File: src/rtl/stt_defs.svh
/*
  Constants of the three-timer block: register offsets, control field
  positions, write masks, reset values and prescale terminal counts.
  Assumes inclusion by bare name from every timer source file.
*/
// Function
// - Primary timer counts while run_control (bit 15) is set, halts when clear.
// - idle_stop (bit 13) set suspends the timer while the device idles.
// - gated_accumulate_enable (bit 6) acts only with the internal clock selected.
// - prescale_select (bits 5-4) divides the input clock by 1, 8, 64, 256.
// - With external clock, bit 2 picks synchronised or direct pin clock.
// - clock_source_select (bit 1) picks pin rising edges or instruction clock.
// - Second and third timers count their own pin edges or instruction clock.
// - combine_mode (second control bit 3) joins second and third into 32 bits.
// - Joined pair: second timer is low word, third timer high word.
// - Joined period: third period upper word, second period lower word.
// - Joined pair ignores third control; event comes out as third event.
// - Second run bit starts or stops the pair, or only the second timer.
// - Second and third timers offer no external clock synchronisation select.
// - Joined pair raises its event when 32-bit count matches 32-bit period.
// - Converter trigger only from the joined pair; time bases from second/third.
// - Second and third counts are offered as 16-bit time bases.
// - Unimplemented control bits read back as zero.
// - All control bits clear at reset, all timers stopped.
// - Primary timer signals on period match or falling gate edge.
// - Count equal to period returns to zero and keeps counting.
`ifndef STT_DEFS_SVH
`define STT_DEFS_SVH

// ==========================================================
// Register byte offsets
`define STT_OFS_PRIMARY_CTL 8'h00
`define STT_OFS_PRIMARY_CNT 8'h04
`define STT_OFS_PRIMARY_PER 8'h08
`define STT_OFS_SECOND_CTL 8'h0C
`define STT_OFS_SECOND_CNT 8'h10
`define STT_OFS_SECOND_PER 8'h14
`define STT_OFS_THIRD_CTL 8'h18
`define STT_OFS_THIRD_CNT 8'h1C
`define STT_OFS_THIRD_PER 8'h20

// ==========================================================
// Control field positions
`define STT_RUN_BIT 15
`define STT_IDLE_STOP_BIT 13
`define STT_GATE_BIT 6
`define STT_PSC_HI 5
`define STT_PSC_LO 4
`define STT_COMBINE_BIT 3
`define STT_SYNC_BIT 2
`define STT_SRC_BIT 1

// ==========================================================
// Writable masks and reset values
`define STT_PRIMARY_MASK 16'hA076
`define STT_SECOND_MASK 16'hA07A
`define STT_THIRD_MASK 16'hA072
`define STT_CTL_RESET 16'h0000
`define STT_CNT_RESET 16'h0000
`define STT_PER_RESET 16'hFFFF
`define STT_LOW_WORD_TOP 16'hFFFF

// ==========================================================
// Prescaler terminal counts (ratio minus one)
`define STT_PSC_LIM_1 8'h00
`define STT_PSC_LIM_8 8'h07
`define STT_PSC_LIM_64 8'h3F
`define STT_PSC_LIM_256 8'hFF

`endif

File: src/rtl/stt_pkg.sv
/*
  Types shared by the three-timer block.
  Assumes the constants header is compiled alongside.
*/
package stt_pkg;
  // Prescale codes of the two-bit field
  typedef enum logic [1:0] {
    STT_DIV1 = 2'h0,
    STT_DIV8 = 2'h1,
    STT_DIV64 = 2'h2,
    STT_DIV256 = 2'h3
  } stt_prescale_t;

  typedef logic [15:0] stt_word_t;
endpackage : stt_pkg

File: src/rtl/stt_timer16.sv
/*
  One 16-bit counting unit: prescaler, gate, period wrap and event pulse.
  Assumes inputs already synchronised to mclk by the parent.
*/
`timescale 1ns/1ps
`default_nettype none
`include "stt_defs.svh"
module stt_timer16 (
  // Clock and reset
  input wire logic mclk,
  input wire logic rst_n,
  // Configuration
  input wire logic run,
  input wire logic halt,
  input wire logic src_ext,
  input wire logic gate_en,
  input wire stt_pkg::stt_prescale_t prescale,
  input wire logic chained,
  // Stimulus
  input wire logic src_pulse,
  input wire logic gate_lvl,
  input wire logic carry,
  input wire logic at_period,
  // Software write
  input wire logic wr_en,
  input wire stt_pkg::stt_word_t wr_data,
  // Results
  output stt_pkg::stt_word_t count,
  output logic step,
  output logic event_pulse
);
  logic [7:0] psc;
  logic active;
  logic gated;
  logic tick;
  logic gate_d;
  logic gate_fall;

  // Terminal count of the prescaler for a code
  function automatic logic [7:0] psc_limit(input stt_pkg::stt_prescale_t code);
    case (code)
      stt_pkg::STT_DIV1: psc_limit = `STT_PSC_LIM_1;
      stt_pkg::STT_DIV8: psc_limit = `STT_PSC_LIM_8;
      stt_pkg::STT_DIV64: psc_limit = `STT_PSC_LIM_64;
      default: psc_limit = `STT_PSC_LIM_256;
    endcase
  endfunction : psc_limit

  // Qualified input ticks
  assign active = run & ~halt;
  assign gated = gate_en & ~src_ext;
  assign tick = src_pulse & active & (~gated | gate_lvl) & (psc == psc_limit(prescale));
  assign step = chained ? (active & carry) : tick;
  assign gate_fall = gate_d & ~gate_lvl & gated & active & ~chained;

  // Prescaler; cleared while stopped so a restart begins a full period
  always_ff @(posedge mclk or negedge rst_n) begin
    if (!rst_n) begin
      psc <= 8'h00;
    end else if (!active) begin
      psc <= 8'h00;
    end else if (src_pulse && (~gated || gate_lvl)) begin
      psc <= (psc == psc_limit(prescale)) ? 8'h00 : psc + 8'h01;
    end
  end

  // Counter; a software write wins over a hardware step
  always_ff @(posedge mclk or negedge rst_n) begin
    if (!rst_n) begin
      count <= `STT_CNT_RESET;
    end else if (wr_en) begin
      count <= wr_data;
    end else if (step) begin
      count <= at_period ? `STT_CNT_RESET : count + 16'h0001;
    end
  end

  // Period match or gate falling edge
  always_ff @(posedge mclk or negedge rst_n) begin
    if (!rst_n) begin
      gate_d <= 1'b0;
      event_pulse <= 1'b0;
    end else begin
      gate_d <= gate_lvl;
      event_pulse <= (step & at_period) | gate_fall;
    end
  end
endmodule : stt_timer16
`default_nettype wire

File: src/rtl/stt_timers.sv
/*
  Three general timers behind an APB slave: a primary 16-bit timer and
  a second/third pair that can join into one 32-bit timer.
  Assumes a 100 MHz mclk as instruction clock, pins asynchronous to it,
  and cpu_idle driven by logic on mclk.
*/
// The implementer's own choices: the address map and the APB interface to the registers.
`timescale 1ns/1ps
`default_nettype none
`include "stt_defs.svh"
module stt_timers (
  // Clock and reset
  input wire logic mclk,
  input wire logic rst_n,
  // APB slave
  input wire logic psel,
  input wire logic penable,
  input wire logic pwrite,
  input wire logic [7:0] paddr,
  input wire logic [31:0] pwdata,
  output logic [31:0] prdata,
  output logic pready,
  output logic pslverr,
  // Device power state
  input wire logic cpu_idle,
  // External clock pins
  input wire logic primary_external_clock_pin,
  input wire logic second_external_clock_pin,
  input wire logic third_external_clock_pin,
  // Gate pins
  input wire logic primary_gate_pin,
  input wire logic second_gate_pin,
  input wire logic third_gate_pin,
  // Events
  output logic primary_event,
  output logic second_event,
  output logic third_event,
  output logic conv_trigger,
  // Time bases for capture and compare
  output logic [15:0] second_time_base,
  output logic [15:0] third_time_base
);
  localparam int NT = 3;

  // ==========================================================
  // Register state
  stt_pkg::stt_word_t ctl [NT];
  stt_pkg::stt_word_t period [NT];
  stt_pkg::stt_word_t cnt [NT];
  stt_pkg::stt_word_t eff [NT];
  logic [NT-1:0] step;
  logic [NT-1:0] ev;
  logic [NT-1:0] cnt_wr;
  logic [3:0] sel;
  logic wr_fire;
  logic combine;
  logic comb_match;
  logic [NT-1:0] self_match;

  // ==========================================================
  // Pin synchronisers
  logic [5:0] pin_raw;
  logic [5:0] sync1;
  logic [5:0] sync2;
  logic [5:0] sync3;
  logic sync4;
  logic [NT-1:0] ext_edge;
  logic primary_sync_edge;

  // Per-unit derived controls
  logic [NT-1:0] run_v;
  logic [NT-1:0] halt_v;
  logic [NT-1:0] src_v;
  logic [NT-1:0] gate_en_v;
  logic [NT-1:0] pulse_v;
  logic [NT-1:0] gate_lvl_v;
  logic [NT-1:0] carry_v;
  logic [NT-1:0] at_per_v;
  logic [NT-1:0] chain_v;
  stt_pkg::stt_prescale_t psc_v [NT];

  // Map an address to a register index; 4'hF marks a hole
  function automatic logic [3:0] reg_index(input logic [7:0] addr);
    if (addr[1:0] != 2'h0) begin
      reg_index = 4'hF;
    end else if (addr > `STT_OFS_THIRD_PER) begin
      reg_index = 4'hF;
    end else begin
      reg_index = addr[5:2];
    end
  endfunction : reg_index

  // Writable bits of each control register
  function automatic stt_pkg::stt_word_t ctl_mask(input int unit);
    if (unit == 0) begin
      ctl_mask = `STT_PRIMARY_MASK;
    end else if (unit == 1) begin
      ctl_mask = `STT_SECOND_MASK;
    end else begin
      ctl_mask = `STT_THIRD_MASK;
    end
  endfunction : ctl_mask

  // ==========================================================
  // APB slave
  assign sel = reg_index(paddr);
  assign wr_fire = psel & penable & pready & pwrite & (sel != 4'hF);

  // No wait states: answer is prepared in the setup cycle
  always_ff @(posedge mclk or negedge rst_n) begin
    if (!rst_n) begin
      pready <= 1'b0;
      pslverr <= 1'b0;
    end else begin
      pready <= psel & ~penable;
      pslverr <= psel & ~penable & (sel == 4'hF);
    end
  end

  // Read data captured at setup so prdata leaves a flop
  always_ff @(posedge mclk or negedge rst_n) begin
    if (!rst_n) begin
      prdata <= 32'h0000_0000;
    end else if (psel && !penable) begin
      if (pwrite || sel == 4'hF) begin
        prdata <= 32'h0000_0000;
      end else begin
        // One decoder for every slot keeps the map in a single place
        prdata <= {16'h0000, sel_word(sel)};
      end
    end
  end

  // Index to word for every slot
  function automatic stt_pkg::stt_word_t sel_word(input logic [3:0] idx);
    logic [3:0] unit;
    logic [3:0] part;
    unit = idx / 4'h3;
    part = idx - unit * 4'h3;
    if (unit > 4'h2) begin
      sel_word = 16'h0000;
    end else if (part == 4'h0) begin
      sel_word = ctl[unit[1:0]];
    end else if (part == 4'h1) begin
      sel_word = cnt[unit[1:0]];
    end else begin
      sel_word = period[unit[1:0]];
    end
  endfunction : sel_word

  // ==========================================================
  // Control and period registers, one set per unit
  genvar gi;
  generate
    for (gi = 0; gi < NT; gi++) begin : g_regs
      always_ff @(posedge mclk or negedge rst_n) begin
        if (!rst_n) begin
          ctl[gi] <= `STT_CTL_RESET;
        end else if (wr_fire && sel == 4'(3 * gi)) begin
          ctl[gi] <= pwdata[15:0] & ctl_mask(gi);
        end
      end

      always_ff @(posedge mclk or negedge rst_n) begin
        if (!rst_n) begin
          period[gi] <= `STT_PER_RESET;
        end else if (wr_fire && sel == 4'(3 * gi + 2)) begin
          period[gi] <= pwdata[15:0];
        end
      end

      assign cnt_wr[gi] = wr_fire && sel == 4'(3 * gi + 1);
      assign self_match[gi] = cnt[gi] == period[gi];
    end
  endgenerate

  // ==========================================================
  // Pin synchronisers; third stage feeds edge detection only
  assign pin_raw = {third_gate_pin, second_gate_pin, primary_gate_pin,
                    third_external_clock_pin, second_external_clock_pin, primary_external_clock_pin};

  always_ff @(posedge mclk or negedge rst_n) begin
    if (!rst_n) begin
      sync1 <= 6'h00;
      sync2 <= 6'h00;
      sync3 <= 6'h00;
      sync4 <= 1'b0;
    end else begin
      sync1 <= pin_raw;
      sync2 <= sync1;
      sync3 <= sync2;
      sync4 <= sync3[0];
    end
  end

  // Rising edges of the clock pins
  assign ext_edge = sync2[2:0] & ~sync3[2:0];
  // Extra resampling stage when synchronisation is asked for
  assign primary_sync_edge = sync3[0] & ~sync4;

  // ==========================================================
  // Joined-pair controls
  assign combine = ctl[1][`STT_COMBINE_BIT];
  assign comb_match = {cnt[2], cnt[1]} == {period[2], period[1]};

  // Third unit takes the second unit's controls while joined
  always_comb begin
    eff[0] = ctl[0];
    eff[1] = ctl[1];
    eff[2] = combine ? ctl[1] : ctl[2];
  end

  // Per-unit clock, gate and period selection
  always_comb begin
    for (int i = 0; i < NT; i++) begin
      run_v[i] = eff[i][`STT_RUN_BIT];
      halt_v[i] = eff[i][`STT_IDLE_STOP_BIT] & cpu_idle;
      src_v[i] = eff[i][`STT_SRC_BIT];
      gate_en_v[i] = eff[i][`STT_GATE_BIT];
      psc_v[i] = stt_pkg::stt_prescale_t'(eff[i][`STT_PSC_HI:`STT_PSC_LO]);
      gate_lvl_v[i] = sync2[3 + i];
      pulse_v[i] = src_v[i] ? ext_edge[i] : 1'b1;
      at_per_v[i] = self_match[i];
      carry_v[i] = 1'b0;
      chain_v[i] = 1'b0;
    end
    // Primary chooses synchronised or direct pin edges
    if (src_v[0] && eff[0][`STT_SYNC_BIT]) begin
      pulse_v[0] = primary_sync_edge;
    end
    if (combine) begin
      // Low word wraps freely below the joined match
      at_per_v[1] = comb_match;
      at_per_v[2] = comb_match;
      chain_v[2] = 1'b1;
      carry_v[2] = step[1] & ((cnt[1] == `STT_LOW_WORD_TOP) | comb_match);
    end
  end

  // ==========================================================
  // Counting units
  generate
    for (gi = 0; gi < NT; gi++) begin : g_unit
      stt_timer16 u_timer (
        .mclk(mclk),
        .rst_n(rst_n),
        .run(run_v[gi]),
        .halt(halt_v[gi]),
        .src_ext(src_v[gi]),
        .gate_en(gate_en_v[gi]),
        .prescale(psc_v[gi]),
        .chained(chain_v[gi]),
        .src_pulse(pulse_v[gi]),
        .gate_lvl(gate_lvl_v[gi]),
        .carry(carry_v[gi]),
        .at_period(at_per_v[gi]),
        .wr_en(cnt_wr[gi]),
        .wr_data(pwdata[15:0]),
        .count(cnt[gi]),
        .step(step[gi]),
        .event_pulse(ev[gi])
      );
    end
  endgenerate

  // ==========================================================
  // Event outputs
  // Joined pair reports through the third event only
  always_ff @(posedge mclk or negedge rst_n) begin
    if (!rst_n) begin
      primary_event <= 1'b0;
      second_event <= 1'b0;
      third_event <= 1'b0;
    end else begin
      primary_event <= ev[0];
      second_event <= combine ? 1'b0 : ev[1];
      third_event <= combine ? ev[1] : ev[2];
    end
  end

  // Converter trigger: joined period match only, never a gate edge
  always_ff @(posedge mclk or negedge rst_n) begin
    if (!rst_n) begin
      conv_trigger <= 1'b0;
    end else begin
      conv_trigger <= combine & step[1] & comb_match;
    end
  end

  // ==========================================================
  // Time bases straight from the unit count flops
  assign second_time_base = cnt[1];
  assign third_time_base = cnt[2];
endmodule : stt_timers
`default_nettype wire
File: config.mk
export PLATFORM = sky130hd
export DESIGN_NAME = stt_timers
export DESIGN_NICKNAME = d
export VERILOG_FILES = /design/src/rtl/stt_pkg.sv /design/src/rtl/stt_timer16.sv /design/src/rtl/stt_timers.sv
export VERILOG_INCLUDE_DIRS = /design/src /design/src/rtl
export SDC_FILE = /design/constraint.sdc
export NUM_CORES = 1
export LEC_CHECK = 0
export ABC_AREA = 1
export BUFFER_PORTS_ARGS = -buffer_cell sky130_fd_sc_hd__buf_2
export CORE_ASPECT_RATIO = 0.75
export CORE_MARGIN = 8
export CORE_UTILIZATION = 49
export DETAILED_ROUTE_END_ITERATION = 12
export HOLD_SLACK_MARGIN = 0.12
export PLACE_DENSITY_LB_ADDON = 0.05
export REMOVE_ABC_BUFFERS = 1
export SLEW_MARGIN = 20
export SYNTH_ARGS = -nofsm -noshare
export SYNTH_HDL_FRONTEND = slang
export SYNTH_SLANG_ARGS = --single-unit
File: constraint.sdc
create_clock -name mclk -period 3.7 [get_ports mclk]
set_input_delay 0.37 -clock mclk [delete_from_list [all_inputs] [get_ports mclk]]
set_output_delay 0.37 -clock mclk [all_outputs]
set_load 0.01 [all_outputs]
==> run metrics <==
crit path to=prdata[13]$_DFFE_PN0P_; Row Count=48; Core ar.=between 20000 and 25000 sq um; Routed WL=36600 microns; hold path depth=3; RR Endpoint=g_unit[2].u_timer.count[13]$_DFFE_PN0P_; met3 usage=approximately 5.2%; Layout area overhead=11.2%; I/O Pins=between 100 and 150; CTS Root Cell=clkbuf_16; Max Root-Sink Buffers=2; DR vias=10824; Via density=5.57; GP Congestion=between 0.9 and 1; Final Power=4.41 mW; antenna violations before repair=0; Worst Setup SP=paddr[0]; Hold Vio Cnt, Final=0; pin count of the biggest net entering global routing=100; status=completed; Rel. slew slack=between 40% and 50%; # nets final=1697; busiest layer in global routing=met1; vias in the first global route=slightly above 10000; cell count after synthesis=around 1600; number of CTS-inserted buffers=17; Post-Syn Area=between 10000 and 15000 sq um; final critical-path share of the clock period=between 90% and 100%; pwr/cell area=343 nW/um^2; global route total overflow=0; Port Buf Inserts=89; WP data arrival=around 3.8 ns; initial core utilization=50.1%; total track usage=roughly 26%; Worst-path clk slew=about 0.070 ns; H-tree levels=4; share of cells above drive strength 1=between 10% and 20%; clk_skew=0.0134 ns; diodes inserted=0; sequential area share after synthesis=between 40% and 50%; Clock Sinks=between 150 and 200; met2 Use GR=35.7%; Mean Syn Cell Area=between 7 and 8 sq um; setup tns final=0 ns; Residual DRC=0; Die W=193 microns; Setup violations, final=0; Critical Path End Type=flip-flop; routed len/inst=between 15 and 20 microns; Req. time, crit path=roughly 4 ns; Slew Limit Fails=0; Max Cap Viol=0; worst skew pair latency=around 0.44 ns; worst r2r path cells=13; Die H=roughly 150 microns; RSZ-0062 raised after global routing=false; Tightest Pin Transition=0.866 ns; min cycle time layout=3.41 ns; worst setup path class=in -> reg; Worst Hold Class=in -> reg; synth unique cells=57; Antenna Nets Post-Route=0; VDD IR max=between 0.3 and 0.4 mV; Pre-Repair DR Iteration Count=5; fill count=~2300; placed inst area=between 10000 and 15000 sq um; final instance area=approximately 13000 sq um; critical path launch point type=primary input; CTS tree=yes; Static Leak=around 6 nW; first-pass GRT wire length=58300 microns; FF-to-FF setup slack=roughly 1 ns; fmax=about 300 MHz; CP max FO=30; #FFs+latches synth=roughly 180; M1 GR Usage=about two fifths; number of synthesis warnings=0; R2R Path Start=combine$_DFFE_PN0P_; die area=between 20000 and 30000 sq um; initial DRC count=roughly 1000; DP Wirelength=between 20000 and 30000 microns
[metal layers]
layer  up-vias  share of wire, %
met2       388                41
met3        31               8.3
li1       5187                 -
met5         -                 0
met1      5218                50
met4         0               1.1
[kinds of logic (layout without fill, tap and decap cells)]
| family | after synthesis | in the layout | synth area share [%] |
|---|---|---|---|
| other | 1 | 16 | 0.0324 |
| adder cells (fa/ha/maj) | 15 | 15 | 1.75 |
| AND/OR/NAND/NOR | 757 | 757 | 29.0 |
| flip-flops | 184 | 184 | 40.3 |
| XOR/XNOR | 58 | 58 | 4.39 |
| AO/OA/AOI/OAI | 246 | 246 | 12.5 |
| buffers and inverters | 307 | 367 | 12.0 |
[synth_stat cells (all sizes together)]
| cell type | count | area, sq um |
|---|---|---|
| nor4 | 2 | 12.5 |
| and2 | 3 | 18.8 |
| o22ai | 28 | 175 |
| nand2 | 448 | 1740 |
| fa | 2 | 40.0 |
| dfstp | 48 | 1260 |
| a311oi | 1 | 8.76 |
| a32o | 2 | 20.0 |
| clkbuf | 32 | 121 |
| o211ai | 21 | 163 |
| nand3 | 110 | 596 |
| xnor2 | 18 | 158 |
| a21oi | 37 | 200 |
| buf | 71 | 490 |
| or3 | 1 | 6.26 |
| nand4 | 64 | 407 |
| o21ai | 120 | 612 |
| o211a | 1 | 10.0 |
| o31ai | 5 | 37.5 |
| a22oi | 1 | 7.51 |
| ha | 13 | 163 |
| inv | 201 | 759 |
| o21bai | 3 | 26.3 |
| nor2 | 91 | 364 |
| nand3b | 4 | 30.0 |
| xor2 | 40 | 350 |
| a31oi | 20 | 125 |
| dfrtp | 136 | 3400 |
| clkinv | 3 | 11.3 |
| o221ai | 6 | 52.6 |
| nor3 | 24 | 120 |
| or2 | 8 | 50.1 |
| nor3b | 2 | 15.0 |
| o2111ai | 1 | 8.76 |
| conb | 1 | 3.75 |
[repair_timing]
item                                   CTS  global route
resized for setup                        0             0
hold buffers                             8             0
endpoints found under the hold margin   77             0
setup buffers                            0             0
[where the power goes]
part / leakage (nW) / internal (mW) / switching, mW
combinational: 3.57 / 0.0827 / 0.209
clock: 0.320 / 1.23 / 0.860
sequential: 2.29 / 2.02 / 0.00485
[critical path, cell delays in order]
cell and delay (ns):
buf_2 0.10, inv_1 0.04, nand2_1 0.12, nor2_1 0.22, o211ai_2 0.16, ha_1 0.24, inv_1 0.06, ha_1 0.24
o21ai_2 0.16, fa_1 0.50, inv_1 0.04, ha_1 0.33, a21oi_1 0.21, nand2_1 0.08, nand2_1 0.08, nand4_1 0.14
buf_12 0.20, nor2_1 0.13, nand2_1 0.06, nand2_1 0.09, nand2_1 0.06, nand2_1 0.07, nand2_1 0.05
[sequential cells by signal, indices dropped and copies added (netlist names), 6 cells and up]
name                  cells
ctl                      19
g_unit.u_timer.count     48
g_unit.u_timer.psc       24
period                   48
prdata                   16
sync1                     6
sync2                     6
[stage by stage]
step / hold slack [ns] / utilization [%] / cells / worst slack, ns
final: 0.152 / 55.8 / 1943 / 0.293
after global routing: 0.163 / 55.8 / 1943 / 0.00140
after CTS: 0.143 / 55.8 / 1943 / 0.334
after detailed placement: 0.336 / 52.5 / 1903 / -0.114
after global placement: 0.334 / 52.5 / 1903 / 0.00549
after floorplan: 0.0744 / - / 1480 / -1.25
[cell type report]
class	count	area [sq um]	area share [%]
clock buffers	18	439	3.42
clock inverters	14	221	1.72
inverters	204	771	5.99
multi-input cells	1092	5570	43.3
flip-flops and latches	184	4660	36.3
well taps	300	375	2.92
repair buffers	131	815	6.34
[worst min-delay path by stage]
| stage | start | to | slack, ns |
|---|---|---|---|
| final | pwdata[6] | g_unit[1].u_timer.count[6]$_DFFE_PN0P_ | 0.15 |
| after global routing | pwdata[5] | g_unit[1].u_timer.count[5]$_DFFE_PN0P_ | 0.16 |
| after CTS | pwdata[6] | g_unit[1].u_timer.count[6]$_DFFE_PN0P_ | 0.14 |
| after detailed placement | sync1[5]$_DFF_PN0_ | sync2[5]$_DFF_PN0_ | 0.34 |
| after global placement | sync1[2]$_DFF_PN0_ | sync2[2]$_DFF_PN0_ | 0.33 |
| after floorplan | rst_n | combine$_DFFE_PN0P_ | 0.07 |
[layout by cell type, fill, tap and decap left out, types with 8 or more instances in the layout]
cell type      Yosys  routed
dlygate4sd3_1      0       8
nand2_2            9       9
inv_2              8       8
o22ai_1           28      28
clkbuf_16          0      17
nor3_1            24      24
dfrtp_1          136     136
conb_1             1      16
a31oi_1           20      20
xnor2_1           18      18
buf_4             50      32
nand2_1          436     436
nand4_1           63      63
xor2_1            40      40
nor2_1            84      84
a21oi_1           35      35
nand3_1          104     104
ha_1              13      13
o21ai_0          112     112
buf_2             17      88
o211ai_1          20      20
dfstp_2           48      48
inv_1            191     191
No activity file was read; power rests on OpenSTA's default activity.
